===== src/hdl/sbes_pkg.sv =====
/*
   Package for the serial break and edge status block: register word offsets,
   field positions, reset values and break length figures.
   Assumes a 32-bit Avalon-MM register bus with byte addressing.
*/
package sbes_pkg;
   localparam int ADDR_W = 4;
   localparam logic [ADDR_W-1:0] OFS_STATUS_TWO = 4'h0;
   localparam logic [ADDR_W-1:0] OFS_LINE_CFG = 4'h4;
   localparam logic [ADDR_W-1:0] OFS_BIT_DIV = 4'h8;
   localparam logic [ADDR_W-1:0] OFS_IRQ_MASK = 4'hc;

   localparam int BIT_BREAK = 7;
   localparam int BIT_EDGE = 6;
   localparam int BIT_INVERT = 4;
   localparam int BIT_LONG_BRK = 1;
   localparam int BIT_LINE = 0;
   localparam int BIT_NINE = 0;

   localparam logic [7:0] EVENT_BITS = 8'hc0;
   localparam logic [7:0] MASK_RESET = 8'h00;
   localparam int DIV_W = 16;
   localparam logic [DIV_W-1:0] DIV_RESET = 16'h01b2;

   localparam int CNT_W = 4;
   localparam logic [CNT_W-1:0] BRK_BITS_SHORT = 4'ha;
   localparam logic [CNT_W-1:0] BRK_BITS_ONE = 4'h1;
endpackage


===== src/hdl/sbes_top.sv =====
/*
   Second status register of an asynchronous serial interface with its
   break detector, receive edge detector and receive polarity control.
   Assumes a receiver on the same clock that takes rx_data_q and reports
   its raw framing error and receive full events here for gating.
*/
// Register access over Avalon-MM and the register offsets were chosen for this implementation.
// Functional notes
// - Break flag, bit 7, sets when break detection is enabled and break seen.
// - Writing one to the break flag clears it.
// - Edge flag, bit 6, sets on falling edge, or rising when inverted.
// - Writing one to the edge flag clears it.
// - Bit 4 inverts incoming serial data before the receiver sees it.
// - Inversion covers data, start, stop, break and idle levels alike.
// - Break enable lengthens break to 11 or 12 bits, suppresses error and full.
`timescale 1ns/1ns
module sbes_top
   import sbes_pkg::*;
#(
   parameter int DW = DIV_W,
   parameter logic [DW-1:0] DIV_INIT = DIV_RESET
)
(
   input wire logic clock,
   input wire logic reset,
   input wire logic clock_enable,
   input wire logic [ADDR_W-1:0] address,
   input wire logic read,
   input wire logic write,
   input wire logic [31:0] writedata,
   input wire logic [3:0] byteenable,
   output logic [31:0] readdata,
   output logic waitrequest,
   input wire logic rx_pin,
   input wire logic raw_framing_error,
   input wire logic raw_rx_full,
   output logic rx_data_q,
   output logic framing_error_flag_q,
   output logic rx_full_flag_q,
   output logic irq_q
);
   logic line_s;
   logic rx_prev_q;
   logic break_seen_flag_q;
   logic rx_edge_flag_q;
   logic rx_polarity_invert_q;
   logic long_break_detect_enable_q;
   logic nine_bit_q;
   logic [DW-1:0] bit_div_q;
   logic [7:0] irq_mask_q;
   logic [31:0] rdata_d;
   logic wr_ok;
   logic brk_found;
   logic edge_hit;
   logic [CNT_W-1:0] brk_bits;
   logic [7:0] status_byte;

   function automatic logic hit(input logic [ADDR_W-1:0] a, input logic [ADDR_W-1:0] ofs);
      hit = (a == ofs);
   endfunction

   sbes_sync u_sync
   (
      .clock(clock),
      .reset(reset),
      .clock_enable(clock_enable),
      .pin(rx_pin),
      .level_q(line_s)
   );

   // Longer threshold while break enable is set; nine-bit frames add one more
   assign brk_bits = BRK_BITS_SHORT + (long_break_detect_enable_q ? BRK_BITS_ONE : '0)
      + (nine_bit_q ? BRK_BITS_ONE : '0);

   sbes_break #(.DW(DW)) u_break
   (
      .clock(clock),
      .reset(reset),
      .clock_enable(clock_enable),
      .line(rx_data_q),
      .bit_div(bit_div_q),
      .bits_needed(brk_bits),
      .found_q(brk_found)
   );

   // Accepted bus write: the edge at which waitrequest is seen low
   assign wr_ok = write && !waitrequest && clock_enable;
   // Taken on the pin side so that flipping the polarity while idle is not an edge
   assign edge_hit = rx_polarity_invert_q ? (!rx_prev_q && line_s) : (rx_prev_q && !line_s);

   assign status_byte = {break_seen_flag_q, rx_edge_flag_q, 1'b0, rx_polarity_invert_q,
      2'b00, long_break_detect_enable_q, rx_data_q};

   // Polarity correction for everything the receiver sees
   always_ff @(posedge clock or posedge reset)
   begin
      if (reset)
      begin
         rx_data_q <= 1'b1;
         rx_prev_q <= 1'b1;
      end
      else if (clock_enable)
      begin
         rx_data_q <= line_s ^ rx_polarity_invert_q;
         rx_prev_q <= line_s;
      end
   end

   // Event flags: a set in the same cycle as a clear wins
   always_ff @(posedge clock or posedge reset)
   begin
      if (reset)
      begin
         break_seen_flag_q <= 1'b0;
         rx_edge_flag_q <= 1'b0;
      end
      else if (clock_enable)
      begin
         if (brk_found && long_break_detect_enable_q)
            break_seen_flag_q <= 1'b1;
         else if (wr_ok && hit(address, OFS_STATUS_TWO) && byteenable[0] && writedata[BIT_BREAK])
            break_seen_flag_q <= 1'b0;
         if (edge_hit)
            rx_edge_flag_q <= 1'b1;
         else if (wr_ok && hit(address, OFS_STATUS_TWO) && byteenable[0] && writedata[BIT_EDGE])
            rx_edge_flag_q <= 1'b0;
      end
   end

   // Control registers
   always_ff @(posedge clock or posedge reset)
   begin
      if (reset)
      begin
         rx_polarity_invert_q <= 1'b0;
         long_break_detect_enable_q <= 1'b0;
         nine_bit_q <= 1'b0;
         irq_mask_q <= MASK_RESET;
      end
      else if (wr_ok && byteenable[0])
      begin
         if (hit(address, OFS_STATUS_TWO))
         begin
            rx_polarity_invert_q <= writedata[BIT_INVERT];
            long_break_detect_enable_q <= writedata[BIT_LONG_BRK];
         end
         else if (hit(address, OFS_LINE_CFG))
            nine_bit_q <= writedata[BIT_NINE];
         else if (hit(address, OFS_IRQ_MASK))
            irq_mask_q <= writedata[7:0] & EVENT_BITS;
      end
   end

   // Divisor in one process, each byte on its own lane
   always_ff @(posedge clock or posedge reset)
   begin
      if (reset)
         bit_div_q <= DIV_INIT;
      else if (wr_ok && hit(address, OFS_BIT_DIV))
      begin
         if (byteenable[0])
            bit_div_q[7:0] <= writedata[7:0];
         if (byteenable[1])
            bit_div_q[DW-1:8] <= writedata[DW-1:8];
      end
   end

   always_comb
   begin
      rdata_d = '0;
      if (hit(address, OFS_STATUS_TWO))
         rdata_d[7:0] = status_byte;
      else if (hit(address, OFS_LINE_CFG))
         rdata_d[BIT_NINE] = nine_bit_q;
      else if (hit(address, OFS_BIT_DIV))
         rdata_d[DW-1:0] = bit_div_q;
      else if (hit(address, OFS_IRQ_MASK))
         rdata_d[7:0] = irq_mask_q;
   end

   // One wait cycle per access; unmapped offsets read zero, writes ignored
   always_ff @(posedge clock or posedge reset)
   begin
      if (reset)
      begin
         waitrequest <= 1'b1;
         readdata <= '0;
      end
      else if (clock_enable)
      begin
         if ((read || write) && waitrequest)
         begin
            waitrequest <= 1'b0;
            readdata <= read ? rdata_d : '0;
         end
         else
            waitrequest <= 1'b1;
      end
   end

   // Receiver gating and interrupt
   always_ff @(posedge clock or posedge reset)
   begin
      if (reset)
      begin
         framing_error_flag_q <= 1'b0;
         rx_full_flag_q <= 1'b0;
         irq_q <= 1'b0;
      end
      else if (clock_enable)
      begin
         framing_error_flag_q <= raw_framing_error && !long_break_detect_enable_q;
         rx_full_flag_q <= raw_rx_full && !long_break_detect_enable_q;
         irq_q <= |({break_seen_flag_q, rx_edge_flag_q, 6'h00} & irq_mask_q);
      end
   end

   break_set_a: assert property (@(posedge clock) disable iff (reset)
      (clock_enable && brk_found && long_break_detect_enable_q) |=> break_seen_flag_q)
      else $error("break flag not set after detection");

   break_clear_a: assert property (@(posedge clock) disable iff (reset)
      (wr_ok && hit(address, OFS_STATUS_TWO) && byteenable[0] && writedata[BIT_BREAK]
      && !(brk_found && long_break_detect_enable_q)) |=> !break_seen_flag_q)
      else $error("break flag not cleared by write one");

   edge_fall_a: assert property (@(posedge clock) disable iff (reset)
      (clock_enable && !rx_polarity_invert_q && rx_prev_q && !line_s) |=> rx_edge_flag_q)
      else $error("edge flag not set on falling pin edge");

   edge_rise_a: assert property (@(posedge clock) disable iff (reset)
      (clock_enable && rx_polarity_invert_q && !rx_prev_q && line_s) |=> rx_edge_flag_q)
      else $error("edge flag not set on rising pin edge");

   edge_clear_a: assert property (@(posedge clock) disable iff (reset)
      (wr_ok && hit(address, OFS_STATUS_TWO) && byteenable[0] && writedata[BIT_EDGE] && !edge_hit)
      |=> !rx_edge_flag_q)
      else $error("edge flag not cleared by write one");

   rx_invert_a: assert property (@(posedge clock) disable iff (reset)
      clock_enable |=> (rx_data_q == ($past(line_s) ^ $past(rx_polarity_invert_q))))
      else $error("receive data polarity wrong");

   break_low_a: assert property (@(posedge clock) disable iff (reset)
      brk_found |-> !$past(rx_data_q))
      else $error("break reported on a non-low corrected line");

   gate_fe_a: assert property (@(posedge clock) disable iff (reset)
      (clock_enable && long_break_detect_enable_q) |=> (!framing_error_flag_q && !rx_full_flag_q))
      else $error("error or full flag leaked during break enable");

   flag_hold_a: assert property (@(posedge clock) disable iff (reset)
      (break_seen_flag_q && !(wr_ok && hit(address, OFS_STATUS_TWO) && byteenable[0]
      && writedata[BIT_BREAK])) |=> break_seen_flag_q)
      else $error("break flag dropped without a clear");

   irq_level_a: assert property (@(posedge clock) disable iff (reset)
      (clock_enable && $past(clock_enable) && $stable(irq_mask_q) && rx_edge_flag_q && irq_mask_q[BIT_EDGE])
      |=> irq_q)
      else $error("interrupt missing for unmasked flag");

   edge_quiet_a: assert property (@(posedge clock) disable iff (reset)
      $rose(rx_edge_flag_q) |-> $past(edge_hit))
      else $error("edge flag set without an active edge");

   break_rise_a: assert property (@(posedge clock) disable iff (reset)
      $rose(break_seen_flag_q) |-> ($past(brk_found) && $past(long_break_detect_enable_q)))
      else $error("break flag set without an enabled detection");

   break_gate_a: assert property (@(posedge clock) disable iff (reset)
      (!long_break_detect_enable_q && !break_seen_flag_q) |=> !break_seen_flag_q)
      else $error("break flag set while detection disabled");

   edge_hold_a: assert property (@(posedge clock) disable iff (reset)
      (rx_edge_flag_q && !(wr_ok && hit(address, OFS_STATUS_TWO) && byteenable[0]
      && writedata[BIT_EDGE])) |=> rx_edge_flag_q)
      else $error("edge flag dropped without a clear");

   flag_pass_a: assert property (@(posedge clock) disable iff (reset)
      (clock_enable && !long_break_detect_enable_q) |=> ((framing_error_flag_q == $past(raw_framing_error))
      && (rx_full_flag_q == $past(raw_rx_full))))
      else $error("error or full flag not passed with break enable clear");

   found_once_a: assert property (@(posedge clock) disable iff (reset)
      (clock_enable && brk_found) |=> !brk_found)
      else $error("break report longer than one cycle");

   wait_answer_a: assert property (@(posedge clock) disable iff (reset)
      (clock_enable && (read || write) && waitrequest) |=> !waitrequest)
      else $error("bus request not answered next cycle");

   wait_pulse_a: assert property (@(posedge clock) disable iff (reset)
      (clock_enable && !waitrequest) |=> waitrequest)
      else $error("waitrequest low for more than one cycle");

   status_read_a: assert property (@(posedge clock) disable iff (reset)
      (clock_enable && read && waitrequest && hit(address, OFS_STATUS_TWO))
      |=> (readdata[7:0] == $past(status_byte)))
      else $error("status read data wrong");

   unmapped_read_a: assert property (@(posedge clock) disable iff (reset)
      (clock_enable && read && waitrequest && !hit(address, OFS_STATUS_TWO) && !hit(address, OFS_LINE_CFG)
      && !hit(address, OFS_BIT_DIV) && !hit(address, OFS_IRQ_MASK)) |=> (readdata == 32'h0))
      else $error("unmapped offset read not zero");

   irq_quiet_a: assert property (@(posedge clock) disable iff (reset)
      (clock_enable && !(|({break_seen_flag_q, rx_edge_flag_q, 6'h00} & irq_mask_q))) |=> !irq_q)
      else $error("interrupt high with no unmasked flag");
endmodule


===== src/hdl/sbes_sync.sv =====
/*
   Two-stage synchroniser for the receive pin.
   Assumes the pin is asynchronous to clock; only the second stage is read.
*/
`timescale 1ns/1ns
module sbes_sync
(
   input wire logic clock,
   input wire logic reset,
   input wire logic clock_enable,
   input wire logic pin,
   output logic level_q
);
   logic meta_q;

   // Idle line is high, so both stages reset high to avoid a false edge
   always_ff @(posedge clock or posedge reset)
   begin
      if (reset)
      begin
         meta_q <= 1'b1;
         level_q <= 1'b1;
      end
      else if (clock_enable)
      begin
         meta_q <= pin;
         level_q <= meta_q;
      end
   end
endmodule


===== src/hdl/sbes_break.sv =====
/*
   Break length detector: measures how long the receive line stays low
   in whole bit times and pulses once when the threshold is reached.
   Assumes a line already synchronised and polarity corrected.
*/
`timescale 1ns/1ns
module sbes_break
   import sbes_pkg::*;
#(
   parameter int DW = DIV_W
)
(
   input wire logic clock,
   input wire logic reset,
   input wire logic clock_enable,
   input wire logic line,
   input wire logic [DW-1:0] bit_div,
   input wire logic [CNT_W-1:0] bits_needed,
   output logic found_q
);
   logic [DW-1:0] tick_q;
   logic [CNT_W-1:0] bits_q;
   logic done_q;

   always_ff @(posedge clock or posedge reset)
   begin
      if (reset)
      begin
         tick_q <= '0;
         bits_q <= '0;
         done_q <= 1'b0;
         found_q <= 1'b0;
      end
      else if (clock_enable)
      begin
         found_q <= 1'b0;
         if (line)
         begin
            tick_q <= '0;
            bits_q <= '0;
            done_q <= 1'b0;
         end
         else if (!done_q)
         begin
            if (tick_q + 1'b1 >= bit_div)
            begin
               tick_q <= '0;
               bits_q <= bits_q + 1'b1;
               // One report per low stretch; a stuck line does not repeat it
               if (bits_q + 1'b1 >= bits_needed)
               begin
                  done_q <= 1'b1;
                  found_q <= 1'b1;
               end
            end
            else
            begin
               tick_q <= tick_q + 1'b1;
            end
         end
      end
   end
endmodule


===== config.mk =====
export PLATFORM = sky130hd
export DESIGN_NAME = sbes_top
export DESIGN_NICKNAME = d
export VERILOG_FILES = /design/src/hdl/sbes_pkg.sv /design/src/hdl/sbes_top.sv /design/src/hdl/sbes_sync.sv /design/src/hdl/sbes_break.sv
export SDC_FILE = /design/constraint.sdc
export NUM_CORES = 1
export LEC_CHECK = 0
export ABC_AREA = 0
export BUFFER_PORTS_ARGS = -buffer_cell sky130_fd_sc_hd__buf_2
export CAP_MARGIN = 15
export CORE_MARGIN = 10
export CORE_UTILIZATION = 55
export CTS_BUF_LIST = sky130_fd_sc_hd__clkbuf_16
export DETAILED_ROUTE_END_ITERATION = 6
export GPL_TIMING_DRIVEN = 0
export PLACE_DENSITY = 0.86
export SETUP_SLACK_MARGIN = 0.4
export SYNTH_ARGS = -nofsm -noshare
export SYNTH_HDL_FRONTEND = slang
export SYNTH_HIERARCHICAL = 1
export SYNTH_SLANG_ARGS = --single-unit
export TNS_END_PERCENT = 10

===== constraint.sdc =====
create_clock -name clock -period 3.4 [get_ports clock]
set_clock_uncertainty 0.05 [all_clocks]
set_input_delay 1.02 -clock clock [delete_from_list [all_inputs] [get_ports clock]]
set_output_delay 1.02 -clock clock [all_outputs]
set_load 0.01 [all_outputs]

==> impl_metrics.tcl <==
set metrics [dict create \
    track_usage 0.189 \
    hold_viol 0 \
    portBuffers 48 \
    drt_wl_total_mm 10.5 \
    gp_routability_congestion 0.842 \
    netlist.area_leader.share 0.377 \
    insertedDiodeCount 0 \
    leakage_nw 2.53 \
    ys_seq_area_frac 0.445 \
    cts_tree "done" \
    synth_compound_area_frac 0.146 \
    peakVddDrop_v 0.000353 \
    synth_cells 363 \
    yosysMostFrequentCell "dfrtp_1" \
    avgSynthCellArea_um2 10.8 \
    cp.buffers_inverters 2 \
    synth.largest_area_cell "dfrtp_1" \
    status "finished, final reports clean" \
    cts_hold_buffers 0 \
    first_pass_iters 5 \
    cts_num_sinks 69 \
    vias 3262 \
    crit_family "simple AND/OR/NAND/NOR gates" \
    rows 30 \
    synthMuxAreaShare 0.0931 \
    synth_edf_count 0 \
    hold_path_class "reg2reg" \
    areaGrowthSynthToFinish_pct 27.1 \
    relSlewSlack 0.379 \
    start_kind "flip-flop" \
    routed_via_density 5.86 \
    ys_types 58 \
    dieHeight_um 104 \
    path_max_fanout 5 \
    yosys.area_share.simple 0.138 \
    dp_hpwl_mm 6.63 \
    setup_violations 0 \
    slowest_stage "dfrtp_1" \
    drc_errors 0 \
    synth.cell_area_um2 3910 \
    first_global_vias 3336 \
    fin_crit_sh 0.931 \
    slew_viol_final 0 \
    synth-main-ff-cell "dfrtp_1" \
    nets 527 \
    finalPower_w 0.00261 \
    fmax_ghz 0.316 \
    numCtsBuffers 9 \
    synth_top_family_by_area "compound AO/OA/AOI/OAI gates" \
    fp.dieW_um 104 \
    antenna_found_initial 0 \
    rsz0062_at_grt "yes" \
    core_area_um2 6870 \
    htreeDepth 3 \
    drv_cap 0 \
    r2r_slack_ns 0.23 \
    root_buffer "clkbuf_16" \
    clkTransAtPathRegs_ns 0.06 \
    final_core_util 0.724 \
    tightest_slew_ns 0.930 \
    grt_overflow 0 \
    grt_pass1_wl_mm 16.9 \
    cts.path.max_buffers 2 \
    ys_warn_count 6 \
    die_area_um2 10900 \
    slowest_delay_ns 0.40 \
    end_kind "flip-flop" \
    cp.arrival_ns 3.37 \
    routedWlPerCell_um 18.9 \
    grt_start_max_net_pins 46 \
    drt_iter0_markers 175 \
    worstPathRequired_ns 3.61 \
    synthAdderAreaFrac 0.0736 \
    synthArstFlopShare 1.00 \
    antenna_left 0 \
    clk_latency_ns 0.34 \
    drive_gt1_frac 0.382 \
    path_cells "ha_2, and3_4, nand3_2, nor2_1, xor2_1, ha_1, nand4_1, nor2_4, a211oi_2, buf_4, nand4_4, buf_6, o21ba_2, a31oi_1" \
    ys_top_cells_by_area "dfrtp_1 (38%), ha_1 (7.4%), dfstp_2 (6.7%)" \
    initial_utilization 0.569 \
    synth-seq-cells 69 \
    io_pins 85 \
    synth_common_cells "dfrtp_1 (59), inv_1 (29), ha_1 (23)" \
    fin_crit_ns 3.17 \
    worstSetupPathType "reg2reg" \
    p_per_area_nw_per_um2 526 \
    yosys.area_share.xor_xnor 0.0291 \
]
-- path summary, 6_finish.rpt --
kind	startpoint	end	cells past startpoint
max reg2reg	u_break/tick_q[0]	u_break/tick_q[15]	14
max	u_break/tick_q[0]	u_break/tick_q[15]	14
min	readdata[11]	readdata[11]	1
min reg2reg	readdata[11]	readdata[11]	1
max in group asynchronous	reset	u_break/tick_q[5]	2
min in group asynchronous	reset	u_sync/level_q	2
-- routing by layer --
metal  part of all wire  vias up  GRT usage
li1                   -     1469          -
met5                  0        -          0
met1               0.40     1629      0.218
met4              0.023        0     0.0785
met2               0.51      141      0.326
met3              0.059       23     0.0471
-- power breakdown --
group	switching (W)	total, W	internal (W)
logic	0.000326	0.000610	0.000284
registers	0.0000776	0.000977	0.000900
clock network	0.000379	0.00102	0.000646
total	0.000783	0.00261	0.00183
-- logic make-up after synthesis --
kind of cell,after synthesis
xor gates and xnor gates,13
DFF,69
and+or+nand+nor,90
other,2
buffers and inverters,55
adders and majority gates,23
AOI/OAI and AO/OA,81
muxes,30
-- stage by stage --
step / hold WS (ns) / setup TNS, ns / instance area [µm²] / setup slack [ns] / std cells
6_report: 0.446 / 0 / 4970 / 0.234 / 557
5_1_grt: 0.475 / 0 / 4970 / 0.143 / 557
4_1_cts: 0.440 / 0 / 4900 / 0.405 / 552
3_5_place_dp: 0.420 / -0.114 / 4350 / -0.0601 / 522
3_3_place_gp: 0.413 / 0 / 4350 / 0.0546 / 522
2_1_floorplan: 0.407 / 0 / 3990 / 0.414 / 378
-- cells in the final DEF (no fill, tap or decap), types with 9 or more instances in the layout --
cell type  Yosys  routed
buf_2          2      50
dfstp_2       10      10
dfrtp_1       59      57
conb_1         2      17
nor2_1        13      12
o21ai_0       18      14
a22o_1        19      19
buf_4         17      32
nand2_1       22      21
mux2_2        19      19
a21oi_1       11      11
clkbuf_16      0       9
a21o_1         9       9
ha_1          23      21
inv_1         29      28
-- cell type report --
class / instances / area, µm²
Multi-Input combinational cell: 255 / 2100
Buffer: 26 / 196
Sequential cell: 69 / 1740
Clock buffer: 9 / 225
Fill cell: 450 / 1900
Clock inverter: 7 / 97.6
Inverter: 29 / 109
Tap cell: 96 / 120
Timing Repair Buffer: 66 / 380
-- state kept, by name, indices dropped and copies added, names as in the netlist, 2 cells and up --
name	count
u_break/bits_q	4
bit_div_q	16
u_break/tick_q	16
irq_mask_q	2
readdata	16
-- timing repair --
item                       CTS  global route
cloned                       2             0
setup buffers               12             5
setup endpoints to repair   22            22
gates resized for setup     25            10
pin swaps                   10            10
No activity file was read; power rests on OpenSTA's default activity.
